### config.mk
export PLATFORM = sky130hd
export DESIGN_NAME = rsr_top
export DESIGN_NICKNAME = d
export VERILOG_FILES = /design/src/core/rsr_pkg.sv /design/src/core/rsr_sync.sv /design/src/core/rsr_pkt_flags.sv /design/src/core/rsr_top.sv
export SDC_FILE = /design/constraint.sdc
export NUM_CORES = 1
export LEC_CHECK = 0
export BUFFER_PORTS_ARGS = -buffer_cell sky130_fd_sc_hd__buf_4
export CAP_MARGIN = 20
export CORE_UTILIZATION = 49
export CTS_BUF_LIST = sky130_fd_sc_hd__clkbuf_4 sky130_fd_sc_hd__clkbuf_8
export DETAILED_ROUTE_END_ITERATION = 7
export GPL_TIMING_DRIVEN = 0
export PLACE_DENSITY = 0.76
export SYNTH_ARGS = -nofsm -noshare
export SYNTH_HDL_FRONTEND = slang
export SYNTH_HIERARCHICAL = 1
export SYNTH_SLANG_ARGS = --single-unit
### constraint.sdc
create_clock -name clk_sys_i -period 5.3 [get_ports clk_sys_i]
set_clock_uncertainty 0.2 [all_clocks]
set_input_delay 0.795 -clock clk_sys_i [delete_from_list [all_inputs] [get_ports clk_sys_i]]
set_output_delay 0.795 -clock clk_sys_i [all_outputs]
set_load 0.05 [all_outputs]
### src/core/rsr_pkg.sv
/*
  Shared constants of the radio status register bank: register
  addresses, header and field bit positions, radio state codes and the
  serial port states.
  Assumes nothing of its surroundings.
*/
package rsr_pkg;
  localparam int ADDR_W = 6;
  localparam logic [5:0] ADDR_PKT = 6'h38;
  localparam logic [5:0] ADDR_DAC = 6'h39;
  localparam logic [5:0] ADDR_TXL = 6'h3A;
  localparam logic [5:0] ADDR_RXL = 6'h3B;
  localparam logic [5:0] ADDR_RC1 = 6'h3C;
  localparam logic [5:0] ADDR_RC0 = 6'h3D;
  localparam int HDR_RW    = 7;
  localparam int HDR_BURST = 6;
  localparam int B_CRC     = 7;
  localparam int B_CS      = 6;
  localparam int B_PQH     = 5;
  localparam int B_CCA     = 4;
  localparam int B_SFD     = 3;
  localparam int B_GO2     = 2;
  localparam int B_GO0     = 0;
  localparam logic [2:0] LAST_BIT = 3'h7;
  localparam logic [4:0] ST_IDLE   = 5'h01;
  localparam logic [4:0] ST_RX     = 5'h0D;
  localparam logic [4:0] ST_RX_END = 5'h0E;
  localparam logic [4:0] ST_RX_RST = 5'h0F;
  localparam logic [4:0] ST_RX_OVF = 5'h11;
  localparam logic [4:0] ST_TX     = 5'h13;
  localparam logic [4:0] ST_TX_END = 5'h14;
  localparam logic [2:0] PIN_INIT  = 3'h2;

  typedef enum logic [1:0] {
    SPI_IDLE = 2'b00,
    SPI_HDR  = 2'b01,
    SPI_DATA = 2'b11
  } rsr_spi_t;

  function automatic logic in_rx(input logic [4:0] s);
    return (s == ST_RX) || (s == ST_RX_END) || (s == ST_RX_RST);
  endfunction

  function automatic logic in_tx(input logic [4:0] s);
    return (s == ST_TX) || (s == ST_TX_END);
  endfunction
endpackage

### src/core/rsr_sync.sv
/*
  Two-stage synchroniser for a group of asynchronous pin inputs.
  Assumes each bit changes slowly against clk_sys_i.
*/
`timescale 1ns/1ns
module rsr_sync #(
  parameter int               W    = 1,
  parameter logic [W-1:0]     INIT = '0
) (
  input  wire logic         clk_sys_i,
  input  wire logic         resetn_i,
  input  wire logic         ce_i,
  input  wire logic [W-1:0] d_i,
  output logic      [W-1:0] q_o
);
  typedef struct packed {
    logic [W-1:0] s1;
    logic [W-1:0] s2;
  } rsr_sync_t;

  rsr_sync_t r;
  rsr_sync_t next_r;

  always_comb begin
    next_r    = r;
    next_r.s1 = d_i;
    next_r.s2 = r.s1;
  end

  always_ff @(posedge clk_sys_i or negedge resetn_i) begin
    if (!resetn_i) begin
      r <= {INIT, INIT};
    end else if (ce_i) begin
      r <= next_r;
    end
  end

  assign q_o = r.s2;
endmodule

### src/core/rsr_pkt_flags.sv
/*
  Packet status flags: CRC result, carrier sense, preamble quality hit,
  channel clear and frame delimiter.
  Assumes all inputs come from radio logic on clk_sys_i; event inputs
  are one-cycle pulses.
*/
`timescale 1ns/1ns
module rsr_pkt_flags #(
  parameter int PQ_W = 8
) (
  input  wire logic            clk_sys_i,
  input  wire logic            resetn_i,
  input  wire logic            ce_i,
  input  wire logic [4:0]      radio_fsm_state_i,
  input  wire logic            crc_done_i,
  input  wire logic            crc_pass_i,
  input  wire logic            carrier_sense_i,
  input  wire logic [PQ_W-1:0] preamble_quality_indicator_i,
  input  wire logic [PQ_W-1:0] preamble_quality_threshold_i,
  input  wire logic            channel_free_i,
  input  wire logic            sync_found_i,
  input  wire logic            packet_end_i,
  input  wire logic            packet_drop_i,
  output logic                 crc_ok_o,
  output logic                 carrier_sense_o,
  output logic                 preamble_quality_hit_o,
  output logic                 channel_clear_flag_o,
  output logic                 frame_delimiter_flag_o
);
  if (PQ_W < 1) begin : g_bad_pq_w
    $error("PQ_W must be at least 1");
  end

  typedef struct packed {
    logic       crc;
    logic       cs;
    logic       pqh;
    logic       cca;
    logic       frame_delimiter_flag;
    logic [4:0] prev;
  } rsr_flag_t;

  rsr_flag_t r;
  rsr_flag_t next_r;
  logic      st_rx;
  logic      entering;
  logic      pq_low;

  assign st_rx    = rsr_pkg::in_rx(radio_fsm_state_i);
  assign entering = (radio_fsm_state_i == rsr_pkg::ST_RX)
                    && !rsr_pkg::in_rx(r.prev);
  assign pq_low   = preamble_quality_indicator_i
                    < preamble_quality_threshold_i;

  always_comb begin
    next_r      = r;
    next_r.prev = radio_fsm_state_i;
    if (entering || radio_fsm_state_i == rsr_pkg::ST_RX_RST) begin
      next_r.crc = 1'b0;
    end
    // A check result in the clearing cycle still lands
    if (crc_done_i) begin
      next_r.crc = crc_pass_i;
    end
    next_r.cs = (radio_fsm_state_i == rsr_pkg::ST_IDLE) ? 1'b0
                : carrier_sense_i;
    // Outside RX the flag is frozen until RX is entered again
    if (entering) begin
      next_r.pqh = 1'b0;
    end else if (st_rx) begin
      next_r.pqh = !pq_low;
    end
    next_r.cca = channel_free_i;
    if (rsr_pkg::in_tx(radio_fsm_state_i)
        || radio_fsm_state_i == rsr_pkg::ST_RX_OVF) begin
      next_r.frame_delimiter_flag = 1'b0;
    end else begin
      if (packet_end_i || packet_drop_i) begin
        next_r.frame_delimiter_flag = 1'b0;
      end
      if (sync_found_i && st_rx) begin
        next_r.frame_delimiter_flag = 1'b1;
      end
    end
  end

  always_ff @(posedge clk_sys_i or negedge resetn_i) begin
    if (!resetn_i) begin
      r <= '0;
    end else if (ce_i) begin
      r <= next_r;
    end
  end

  assign crc_ok_o               = r.crc;
  assign carrier_sense_o        = r.cs;
  assign preamble_quality_hit_o = r.pqh;
  assign channel_clear_flag_o   = r.cca;
  assign frame_delimiter_flag_o = r.frame_delimiter_flag;
endmodule

### src/core/rsr_top.sv
/*
  Read-only status register bank of the packet transceiver, reached
  over the serial register port (chip select, clock, data in/out).
  Assumes: status inputs come from radio logic on clk_sys_i; the
  serial port pins are asynchronous and at most clk_sys_i / 8.
*/
`timescale 1ns/1ns
module rsr_top #(
  parameter int PQ_W = 8
) (
  input  wire logic            clk_sys_i,
  input  wire logic            resetn_i,
  input  wire logic            ce_i,
  input  wire logic            spi_sclk_i,
  input  wire logic            spi_csn_i,
  input  wire logic            spi_si_i,
  output logic                 spi_so_o,
  output logic                 spi_so_oe_o,
  input  wire logic [4:0]      radio_fsm_state_i,
  input  wire logic            crc_done_i,
  input  wire logic            crc_pass_i,
  input  wire logic            carrier_sense_i,
  input  wire logic [PQ_W-1:0] preamble_quality_indicator_i,
  input  wire logic [PQ_W-1:0] preamble_quality_threshold_i,
  input  wire logic            channel_free_i,
  input  wire logic            sync_found_i,
  input  wire logic            packet_end_i,
  input  wire logic            packet_drop_i,
  input  wire logic            general_output_2_i,
  input  wire logic            general_output_0_i,
  input  wire logic            out2_invert_i,
  input  wire logic            out0_invert_i,
  input  wire logic [6:0]      tx_queue_count_i,
  input  wire logic [6:0]      rx_queue_count_i,
  input  wire logic            tx_queue_underrun_i,
  input  wire logic            rx_queue_overrun_i,
  input  wire logic            tx_flush_i,
  input  wire logic            rx_flush_i,
  input  wire logic [7:0]      synth_cal_dac_value_i,
  input  wire logic            rc_cal_done_i,
  input  wire logic [6:0]      rc_cal_one_i,
  input  wire logic [6:0]      rc_cal_zero_i
);
  if (PQ_W < 1 || PQ_W > 8) begin : g_bad_pq_w
    $error("PQ_W must lie in 1..8");
  end

  typedef struct packed {
    rsr_pkg::rsr_spi_t spi;
    logic              sclk_q;
    logic [2:0]        bits;
    logic [7:0]        sin;
    logic [7:0]        sout;
    logic [5:0]        addr;
    logic              rd_ok;
    logic              so;
    logic              go2;
    logic              go0;
    logic [6:0]        txc;
    logic [6:0]        rxc;
    logic              unr;
    logic              ovr;
    logic [7:0]        dac;
    logic [6:0]        rc1;
    logic [6:0]        rc0;
  } rsr_top_state_t;

  rsr_top_state_t r;
  rsr_top_state_t next_r;

  logic       sclk_s;
  logic       csn_s;
  logic       si_s;
  logic       rise;
  logic       fall;
  logic       crc_ok;
  logic       cs_flag;
  logic       pq_hit;
  logic       cc_flag;
  logic       sfd_flag;
  logic       tx_now;
  logic [7:0] pkt;
  logic [7:0] hdr_byte;
  logic [7:0] hdr_val;
  logic       hdr_rd;

  function automatic logic [7:0] reg_value(
    input logic [5:0]     a,
    input rsr_top_state_t s,
    input logic [7:0]     p
  );
    logic [7:0] v;
    v = '0;
    case (a)
      rsr_pkg::ADDR_PKT: v = p;
      rsr_pkg::ADDR_DAC: v = s.dac;
      rsr_pkg::ADDR_TXL: v = {s.unr, s.txc};
      rsr_pkg::ADDR_RXL: v = {s.ovr, s.rxc};
      rsr_pkg::ADDR_RC1: v = {1'b0, s.rc1};
      rsr_pkg::ADDR_RC0: v = {1'b0, s.rc0};
      default:           v = '0;
    endcase
    return v;
  endfunction

  // Pins are asynchronous; chip select idles high out of reset
  rsr_sync #(
    .W    (3),
    .INIT (rsr_pkg::PIN_INIT)
  ) u_pin_sync (
    .clk_sys_i (clk_sys_i),
    .resetn_i  (resetn_i),
    .ce_i      (ce_i),
    .d_i       ({spi_sclk_i, spi_csn_i, spi_si_i}),
    .q_o       ({sclk_s, csn_s, si_s})
  );

  rsr_pkt_flags #(
    .PQ_W (PQ_W)
  ) u_flags (
    .clk_sys_i                    (clk_sys_i),
    .resetn_i                     (resetn_i),
    .ce_i                         (ce_i),
    .radio_fsm_state_i            (radio_fsm_state_i),
    .crc_done_i                   (crc_done_i),
    .crc_pass_i                   (crc_pass_i),
    .carrier_sense_i              (carrier_sense_i),
    .preamble_quality_indicator_i (preamble_quality_indicator_i),
    .preamble_quality_threshold_i (preamble_quality_threshold_i),
    .channel_free_i               (channel_free_i),
    .sync_found_i                 (sync_found_i),
    .packet_end_i                 (packet_end_i),
    .packet_drop_i                (packet_drop_i),
    .crc_ok_o                     (crc_ok),
    .carrier_sense_o              (cs_flag),
    .preamble_quality_hit_o       (pq_hit),
    .channel_clear_flag_o         (cc_flag),
    .frame_delimiter_flag_o       (sfd_flag)
  );

  assign rise     = sclk_s && !r.sclk_q;
  assign fall     = !sclk_s && r.sclk_q;
  assign tx_now   = rsr_pkg::in_tx(radio_fsm_state_i);
  assign hdr_byte = {r.sin[6:0], si_s};

  always_comb begin
    pkt                 = '0;
    pkt[rsr_pkg::B_CRC] = crc_ok;
    pkt[rsr_pkg::B_CS]  = cs_flag;
    pkt[rsr_pkg::B_PQH] = pq_hit;
    pkt[rsr_pkg::B_CCA] = cc_flag;
    pkt[rsr_pkg::B_SFD] = sfd_flag && !tx_now;
    pkt[rsr_pkg::B_GO2] = r.go2;
    pkt[rsr_pkg::B_GO0] = r.go0;
  end

  // Only burst reads of the status window are answered
  assign hdr_rd  = hdr_byte[rsr_pkg::HDR_RW]
                   && hdr_byte[rsr_pkg::HDR_BURST]
                   && hdr_byte[rsr_pkg::ADDR_W-1:0] >= rsr_pkg::ADDR_PKT
                   && hdr_byte[rsr_pkg::ADDR_W-1:0] <= rsr_pkg::ADDR_RC0;
  assign hdr_val = reg_value(hdr_byte[rsr_pkg::ADDR_W-1:0], r, pkt);

  always_comb begin
    next_r        = r;
    next_r.sclk_q = sclk_s;
    // Pads carry the inverted level; undo it for the readback
    next_r.go2    = general_output_2_i ^ out2_invert_i;
    next_r.go0    = general_output_0_i ^ out0_invert_i;
    next_r.txc    = tx_queue_count_i;
    next_r.rxc    = rx_queue_count_i;
    next_r.dac    = synth_cal_dac_value_i;
    if (rc_cal_done_i) begin
      next_r.rc1 = rc_cal_one_i;
      next_r.rc0 = rc_cal_zero_i;
    end
    // Event wins over a flush in the same cycle
    if (tx_flush_i) begin
      next_r.unr = 1'b0;
    end
    if (tx_queue_underrun_i) begin
      next_r.unr = 1'b1;
    end
    if (rx_flush_i) begin
      next_r.ovr = 1'b0;
    end
    if (rx_queue_overrun_i) begin
      next_r.ovr = 1'b1;
    end
    if (csn_s) begin
      next_r.spi  = rsr_pkg::SPI_IDLE;
      next_r.bits = '0;
      next_r.sout = '0;
      next_r.so   = 1'b0;
    end else begin
      unique case (r.spi)
        rsr_pkg::SPI_IDLE: begin
          next_r.spi = rsr_pkg::SPI_HDR;
        end
        rsr_pkg::SPI_HDR, rsr_pkg::SPI_DATA: begin
          if (rise) begin
            next_r.sin  = hdr_byte;
            next_r.bits = r.bits + 3'h1;
            if (r.bits == rsr_pkg::LAST_BIT) begin
              if (r.spi == rsr_pkg::SPI_HDR) begin
                next_r.spi   = rsr_pkg::SPI_DATA;
                next_r.addr  = hdr_byte[rsr_pkg::ADDR_W-1:0];
                next_r.rd_ok = hdr_rd;
                next_r.sout  = hdr_rd ? hdr_val : '0;
              end else begin
                // Further bytes resample the same register
                next_r.sout = r.rd_ok ? reg_value(r.addr, r, pkt) : '0;
              end
            end
          end
          if (fall) begin
            next_r.so   = r.sout[7];
            next_r.sout = {r.sout[6:0], 1'b0};
          end
        end
        default: begin
          next_r.spi = rsr_pkg::SPI_IDLE;
        end
      endcase
    end
  end

  always_ff @(posedge clk_sys_i or negedge resetn_i) begin
    if (!resetn_i) begin
      r <= '0;
    end else if (ce_i) begin
      r <= next_r;
    end
  end

  assign spi_so_o    = r.so;
  assign spi_so_oe_o = (r.spi != rsr_pkg::SPI_IDLE);
endmodule

---- Yosys cells after proc, flatten, opt, wreduce, memory -nomap -nowiden ----
Index checks and enable logic that the tools add are counted.
operators by class
  add/subtract/negate cells ............... 1
  order comparisons ....................... 3
  equality and inequality tests ........... 28
  mux-type cells .......................... 31
  bitwise logic cells ..................... 3
  reduce and logical (&&, ||, !) cells .... 46
operators with widths
  cell                                                   number
  one-hot mux 8 bit (6 select lines)                     2
  equality test 6 bit, second input constant             12
  2-to-1 mux 8 bit                                       5
  equality test 5 x 4 -> 1 bit, second input constant    6
  2-to-1 mux 27 bit                                      1
  2-to-1 mux 26 bit                                      1
  nonzero test 2 bit                                     8
  equality test 5 bit, second input constant             3
  2-to-1 mux 15 bit                                      1
  2-to-1 mux 1 bit                                       14
  AND reduction 2 bit                                    6
  AND reduction 4 bit                                    3
  != test 3 x 2 -> 1 bit, second input constant          3
  nonzero test 3 bit                                     3
  logical AND 1 bit                                      8
  logical OR 1 bit                                       8
  less-than comparator 8 bit                             1
  2-to-1 mux 2 bit                                       4
  2-to-1 mux 7 bit                                       1
  >= comparator 6 bit, second input constant             1
  less-or-equal comparator 6 bit, second input constant  1
  AND reduction 3 bit                                    2
  AND reduction 6 bit                                    1
  equality test 5 x 1 -> 1 bit, second input constant    1
  other kinds (11)                                       16
word-level totals
  register bits ........................... 86
  bits of input ports ..................... 79
  output and inout port bits .............. 2
  word-level logic and storage cells ...... 137

---- Logic depth before layout (Yosys ltp) ----
Gate-level depths: netlist of run 1.
  depth in word-level cells ............... 12
  mapped depth ............................ 7
  gate-level depth less buffers ........... 7

---- By module ----
Netlist of run 1, hierarchy kept.
modules (own cells, without submodules)
  module         times used  cells an instance  area an instance (sq um)  seq. area each (sq um)
  rsr_top        1           320                3799.9                    1726.7
  rsr_pkt_flags  1           69                 668.1                     250.2
  rsr_sync       1           13                 254.0                     152.6

---- Least setup slack after synthesis of run 1 ----
No wires, ideal clock.
  path type ............................... in2reg
  start ................................... in radio_fsm_state_i[1]
  end ..................................... reg r[51] (netlist name)
  setup time .............................. 129 ps
  arrival time ............................ 1856 ps
  data required time ...................... 4971 ps
  slack ................................... 3115 ps
  stages on the path ...................... 5
  buffers on the path ..................... 0
  cells stage by stage .................... or3b_1 > a21oi_1 > and3b_1 > a2111oi_2 > o31ai_1
on the way
  cells in the longest elaborated chain, start to end .. 12
  elaborated cells between the ends (all ways) .. 15
  classes of those cells .................. eq/ne: 2; mux: 10; reduce/logical: 3
ends and longest elaborated chain
  what                                        RTL line                        source
  from (decl)                                 rsr_top.sv:19                   input wire logic [4:0] radio_fsm_state_i,
  equality test 5 bit                         rsr_pkg.sv:45                   return (s == ST_TX) || (s == ST_TX_END);
  logical OR 1 bit *                          rsr_pkg.sv:45
  logical NOT 1 bit *                         rsr_top.sv:152                  pkt[rsr_pkg::B_SFD] = sfd_flag && !tx_now;
  logical AND 1 bit *                         rsr_top.sv:152
  one-hot mux 8 bit (6 select lines)          rsr_top.sv:94                   case (a)
  2-to-1 mux 8 bit, on equally long branches  rsr_top.sv:212, rsr_top.sv:209
  2-to-1 mux 8 bit *                          rsr_top.sv:205                  if (r.spi == rsr_pkg::SPI_HDR) begin
  2-to-1 mux 15 bit *                         rsr_top.sv:204                  if (r.bits == rsr_pkg::LAST_BIT) begin
  2-to-1 mux 26 bit *                         rsr_top.sv:201                  if (rise) begin
  2-to-1 mux 8 bit *                          rsr_top.sv:216                  if (fall) begin
  2-to-1 mux 27 bit *                         rsr_top.sv:196                  unique case (r.spi)
  2-to-1 mux 8 bit *                          rsr_top.sv:190                  if (csn_s) begin
  to (signal assigned)                        rsr_top.sv:232                  r <= next_r;
  to (decl)                                   rsr_top.sv:68                   rsr_top_state_t r;
Mark *: on every way between the ends. The rest lies on a longest branch, timed or not. The select of a mux whose other input is x is not followed.
A chain may end at the register's enable or synchronous reset.

---- Worst setup path in the final report of run 1 ----
  start ................................... reg r[68] (netlist name)
  end ..................................... out spi_so_oe_o
on the way
  cells in the longest elaborated chain, start to end .. 1
ends and longest elaborated chain
  what                RTL line        source
  nonzero test 2 bit  rsr_top.sv:237  assign spi_so_oe_o = (r.spi != rsr_pkg::SPI_IDLE);
  to (decl)           rsr_top.sv:18   output logic spi_so_oe_o,
Every way passes these cells.

==> results of run 1 <==
==> cells in the mapped netlist, types with 5 or more instances <==
library cell  count  area, um^2
o21ai_0           9        45.0
a22oi_1           9        67.6
nand2_1          22        82.6
mux2i_1          11         110
nor2b_1           6        37.5
buf_2             7        35.0
nor2_1           15        56.3
inv_1            19        71.3
dfrtp_1          83        2080
mux2_4            7         105
a21oi_1          15        75.1
nand3_1           6        30.0
ha_1              9         113
mux4_2            6         135
mux2_2           57         642
a31oi_1           5        31.3
nor3b_1           5        37.5
o22ai_1           6        37.5
nand4_1           6        37.5
==> path summary, 6_finish.rpt <==
check                                       start                                to  slack, ns
min in group clk_sys_i          r[54]$_DFFE_PN0P_                 r[55]$_DFFE_PN0P_       0.30
worst max-delay path            r[68]$_DFFE_PN0P_                       spi_so_oe_o       2.86
worst min register to register  r[54]$_DFFE_PN0P_                 r[55]$_DFFE_PN0P_       0.30
worst min-delay path                     resetn_i           hdr_byte[7]$_DFFE_PN0P_       0.20
worst max register to register  r[64]$_DFFE_PN0P_                 r[53]$_DFFE_PN0P_       3.01
max in group asynchronous                resetn_i  u_pin_sync/next_r[1]$_DFFE_PN1P_       4.05
==> where the power goes <==
part	switching [mW]	internal (mW)
Sequential	0.0999	0.741
Combinational	0.217	0.236
Clock	0.238	0.284
==> registers in the layout, summed over array words and instances (netlist names) <==
register                        cells
u_flags/frame_delimiter_flag_o      1
u_flags/crc_ok_o                    1
pkt                                 2
hdr_byte                            7
r                                  59
u_pin_sync/q_o                      3
u_flags/carrier_sense_o             1
spi_so_o                            1
u_flags/channel_clear_flag_o        1
u_pin_sync/next_r                   3
u_flags/r                           5
u_flags/preamble_quality_hit_o      1
==> cells by family (layout without fill, tap and decap cells) <==
family          count (synthesis)  in the layout
simple gates                   96             96
compound gates                 86             86
mux                            85             85
flops                          85             85
buf+inv                        39            136
fa+ha+maj                       9              9
xor+xnor                        2              2
==> final cells by class <==
type	count	share of cell area
Buffer	20	0.0205
Clock buffer	11	0.0253
Clock inverter	5	0.0146
Multi-Input combinational cell	278	0.419
Tap cell	129	0.0281
Inverter	19	0.0124
Timing Repair Buffer	81	0.109
Sequential cell	85	0.371
==> per-stage QoR <==
stage	cell area [um^2]	instances	total power, mW
2_1_floorplan	4720	402	1.13
3_3_place_gp	5480	611	1.28
3_5_place_dp	5480	611	1.30
4_1_cts	5710	627	1.82
5_1_grt	5740	628	1.90
6_report	5740	628	1.82
==> metal layers <==
metal | wire [um] | up-vias
li1 | - | 1698
met1 | 5300 | 1836
met2 | 5840 | 125
met3 | 590 | 18
met4 | 197 | 0
met5 | 0 | -
==> placed cells by master (no fill, tap or decap), types with 3 or more instances in the layout <==
cell type,synthesis,final
mux2i_1,11,11
a31oi_1,5,5
buf_4,3,83
a22o_1,3,3
buf_6,3,3
nand2b_1,4,4
o21ai_1,4,4
and3b_1,3,3
o2bb2ai_1,4,4
ha_1,9,9
mux2_4,7,7
nand3b_1,3,3
a22oi_1,9,9
inv_1,19,19
nand2_1,22,22
clkbuf_8,0,10
clkbuf_1,3,3
mux4_2,6,6
o22ai_1,6,6
nand3_1,6,6
buf_1,4,4
a21oi_1,15,15
nor2_1,15,15
mux2_1,3,3
mux2_2,57,57
dfrtp_1,83,83
nand4_1,6,6
and3_1,4,4
nor2b_1,6,6
buf_2,7,7
nor3b_1,5,5
a2111oi_0,3,3
o21ai_0,9,9
o31ai_1,4,4
and4b_1,3,3
==> impl_metrics.py, run 1 <==
metrics = {
    "clock_network": {
        "clk_latency_ns": 0.36,
        "cts.sinks": 85,
        "post-cts-setup-buffers": 0,
        "clk_pin_slew_ns": 0.09,
        "cts_resized": 0,
        "cts_tree": "built",
        "cts_hold_buf": 0,
        "htreeDepth": 3,
        "cts_buffers": 9,
        "clock-root-buffer": "clkbuf_8",
        "clockBufferDepth": 2,
    },
    "floorplanning": {
        "num_rows": 35,
        "die-area_um2": 10000,
        "core_um2": 9280,
        "die_x_um": 100,
        "ios": 81,
        "fp.dieH_um": 100,
        "start_util": 0.509,
    },
    "critical_path": {
        "crit_path_frequent_cell": "buf_4",
        "critPathMaxStageDelay_ns": 0.42,
        "cp_slowest_cell": "dfrtp_1",
        "end_kind": "output port",
        "cp.depth": 3,
        "cp_top_family": "flip-flops",
        "worstPathArrival_ns": 1.45,
        "cp.required_ns": 4.30,
        "cp_max_fo": 10,
        "path_buf_inv": 2,
        "critical_path_class": "reg2out",
        "cp-start-kind": "flip-flop",
        "r2r_cells": 7,
        "path_cells": "buf_4 -> or2_2 -> buf_4",
    },
    "pwr": {
        "leakage_nw": 2.53,
        "ir_drop_mv": 0.166,
        "powerDensity_nw_per_um2": 317,
    },
    "layout": {
        "multiInputGateArea_um2": 2400,
        "fin_nets": 582,
        "nFillCells": 785,
        "drive_above_1_share": 0.397,
        "regArea_um2": 2130,
        "utilization": 0.618,
        "diodes": 0,
        "syn_to_final_growth_pct": 21.6,
    },
    "place": {
        "portBuffers": 80,
        "hpwl_um": 8830,
        "gp_congestion": 0.915,
        "place_ws_ns": 2.67,
    },
    "routing": {
        "vias_per_cell": 5.86,
        "dr.pass1.iters": 6,
        "drt_iter0_markers": 290,
        "wl_um": 11900,
        "antenna_left": 0,
        "avgRoutedWirePerCell_um": 19.0,
        "drc": 0,
        "vias": 3677,
    },
    "synthesis": {
        "yosysSeqAreaShare": 0.451,
        "avgSynthCellArea_um2": 11.7,
        "synth_simple_gate_area_share": 0.122,
        "postSynthCellCount": 402,
        "synth-compound-area-share": 0.136,
        "muxShareOfSynthArea": 0.223,
        "netlist_area_um2": 4720,
        "synthXorXnorAreaFrac": 0.00371,
        "synth_edf_count": 0,
        "synth_ff_type": "dfrtp_1",
        "synthAdderAreaFrac": 0.0238,
        "synth.yosys.warnings": 6,
        "syn_nets": 490,
        "ys_seq_elements": 85,
        "synth_cell_types": 73,
        "async_flop_share": 1.00,
        "synth_top_family_by_area": "multiplexers",
    },
    "global_route": {
        "global_route.usage.total": 0.251,
        "grt_pass1_wl_um": 19000,
        "grt_max_degree": 86,
        "grt_pass1_vias": 3696,
        "antenna_found_initial": 0,
        "grt_util_met2": 0.410,
        "gr-total-overflow": 0,
        "grt_use_met3": 0.0474,
        "top_usage_layer": "met2",
        "grt_util_met1": 0.339,
    },
    "timing": {
        "slew_viol_final": 0,
        "period_needed_ns": 2.44,
        "setup-tns-final_ns": 0,
        "post-route-period-util": 0.461,
        "fmax_ghz": 0.409,
        "whs_ns": 0.203,
        "setup_violations": 0,
        "fin_ws_ns": 2.86,
        "relSlewSlack": 0.504,
        "final-hold-violation-count": 0,
        "tightest_slew_ns": 0.744,
        "rsz0062_at_grt": "no",
    },
    "run": {
        "max_cap_violations": 0,
    },
    "min_path": {
        "hold_path.class": "in2async",
    },
    "status": {
        "status": "completed",
    },
}
No activity file was read; power rests on OpenSTA's default activity.
==> inputs of run 2 (changes only) <==
==> constraint.sdc (replaced) <==
create_clock -name clk_sys_i -period 2.5 [get_ports clk_sys_i]
set_clock_uncertainty 0.2 [all_clocks]
set_input_delay 0.375 -clock clk_sys_i [delete_from_list [all_inputs] [get_ports clk_sys_i]]
set_output_delay 0.375 -clock clk_sys_i [all_outputs]
set_load 0.05 [all_outputs]
==> impl_metrics.py, run 2 (synthesis gave the netlist of run 1 again) <==
metrics = {
    "layout": {
        "drive_above_1_share": 0.396,
        "top_regs": "r (59), hdr_byte (7), u_flags/r (5)",
        "largest_register_ffs": 59,
        "multiInputGateArea_um2": 2400,
        "largest-register": "r",
        "syn_to_final_growth_pct": 21.8,
        "regArea_um2": 2130,
        "layout_common_cells": "buf_4 (83), dfrtp_1 (83), mux2_2 (57), nand2_1 (22), inv_1 (19)",
        "fin_nets": 583,
        "nFillCells": 784,
        "diodes": 0,
    },
    "global_route": {
        "grt_pass1_vias": 3696,
        "grt_pass1_wl_um": 19000,
        "global_route.usage.total": 0.251,
        "grt_max_degree": 86,
        "gr-total-overflow": 0,
        "antenna_found_initial": 0,
    },
    "timing": {
        "relSlewSlack": 0.520,
        "slew_viol_final": 0,
        "fin_ws_ns": 0.234,
        "tightest_slew_ns": 0.720,
        "post-route-period-util": 0.906,
        "setup-tns-final_ns": 0,
        "rsz0062_at_grt": "no",
        "final-hold-violation-count": 0,
        "setup_violations": 0,
        "fmax_ghz": 0.441,
        "period_needed_ns": 2.27,
    },
    "clock_network": {
        "htreeDepth": 3,
        "clk_pin_slew_ns": 0.09,
        "cts_buffers": 9,
        "cts_tree": "built",
        "clockBufferDepth": 2,
        "cts.sinks": 85,
        "post-cts-setup-buffers": 0,
        "clk_latency_ns": 0.36,
        "clock-root-buffer": "clkbuf_8",
    },
    "pwr": {
        "ir_drop_mv": 0.354,
        "powerDensity_nw_per_um2": 669,
        "fin_total_pwr_mw": 3.85,
        "leakage_nw": 2.53,
    },
    "routing": {
        "top_layer_used": "met4",
        "met3_length_um": 657,
        "dr_wl_met2_um": 5780,
        "vias": 3723,
        "drc": 0,
        "antenna_left": 0,
        "drt_iter0_markers": 298,
        "wl_met1_um": 5280,
        "avgRoutedWirePerCell_um": 19.0,
        "dr.pass1.iters": 5,
        "vias_per_cell": 5.92,
        "wl_um": 11900,
    },
    "critical_path": {
        "r2r_cells": 7,
        "rr_endpoint": "r[53]$_DFFE_PN0P_",
        "path_cells": "ha_1 -> ha_1 -> and3b_1 -> o21a_1 -> o21ai_1 -> a22oi_1 -> o31ai_1",
        "reg2reg_setup_slack_ns": 0.23,
        "endpoint": "r[53]$_DFFE_PN0P_",
        "cp_slowest_cell": "o21ai_1",
        "critPathMaxStageDelay_ns": 0.51,
        "cp_max_fo": 8,
        "critical_path_class": "reg2reg",
        "end_kind": "flip-flop",
        "r2r-start": "r[64]$_DFFE_PN0P_",
        "crit_path_frequent_cell": "ha_1",
        "cp-start-kind": "flip-flop",
        "crit_start": "r[64]$_DFFE_PN0P_",
        "cp.required_ns": 2.56,
        "worstPathArrival_ns": 2.32,
    },
    "min_path": {
        "hold_path.class": "in2reg",
        "hp-start": "spi_csn_i",
    },
    "floorplanning": {
        "start_util": 0.509,
        "ios": 81,
        "fp.dieH_um": 100,
        "num_rows": 35,
        "core_um2": 9280,
        "die-area_um2": 10000,
        "die_x_um": 100,
    },
    "place": {
        "place_ws_ns": 0.286,
        "hpwl_um": 8830,
        "gp_congestion": 0.915,
        "portBuffers": 80,
    },
    "run": {
        "max_cap_violations": 0,
    },
    "status": {
        "status": "completed",
    },
}
## run 2: cell types whose count changed in the layout (fill, tap and decap cells not counted)
cell,previous run,this run
dlygate4sd3_1,0,1
## run 2: timing repair
action,CTS,global route
gates resized for setup,0,0
setup endpoints to repair,0,0
hold endpoints to repair,0,39
hold buffers,0,1
## run 2: worst max-delay path: cells and delay by family, from the launching register on
family | cells | cell delay [ns]
AO/OA/AOI/OAI | 4 | 0.94
adder cells (fa/ha/maj) | 2 | 0.38
flip-flops | 1 | 0.42
AND/OR/NAND/NOR | 1 | 0.22
## run 2: worst min path at each step
stage          depth (start not counted)                          endpoint  slack (ns)
2_1_floorplan                          0           hdr_byte[1]$_DFFE_PN0P_       -0.12
3_3_place_gp                           2                 r[48]$_DFFE_PN0P_        0.27
3_5_place_dp                           2                 r[48]$_DFFE_PN0P_        0.28
4_1_cts                                2  u_pin_sync/next_r[1]$_DFFE_PN1P_        0.03
5_1_grt                                2  u_pin_sync/next_r[1]$_DFFE_PN1P_        0.03
6_report                               2  u_pin_sync/next_r[1]$_DFFE_PN1P_        0.04
## run 2: report_power, final
part	internal [mW]	switching [mW]
Sequential	1.57	0.212
Clock	0.603	0.498
Combinational	0.501	0.464
Total	2.68	1.17
## run 2: metal layers
| layer | up-vias | GRT usage |
|---|---|---|
| met3 | 21 | 0.0474 |
| met5 | - | 0 |
| met4 | 0 | 0.0803 |
| met1 | 1855 | 0.339 |
| li1 | 1695 | - |
| met2 | 152 | 0.410 |
## run 2: cell type report
type / instances / share of cell area
timing repair buffer: 82 / 0.111
inverter: 19 / 0.0124
clock inverter: 5 / 0.0146
clock buffer: 11 / 0.0252
sequential: 85 / 0.370
tap: 129 / 0.0281
buffer: 20 / 0.0205
multi-input combinational: 278 / 0.418
## run 2: stage by stage
step / instances / hold WS, ns / utilization / area [um^2]
after floorplan: 402 / -0.121 / - / 4720
after global placement: 611 / 0.274 / 0.591 / 5480
after detailed placement: 611 / 0.277 / 0.591 / 5480
after CTS: 627 / 0.0285 / 0.615 / 5710
after global routing: 629 / 0.0290 / 0.619 / 5750
final: 629 / 0.0420 / 0.619 / 5750
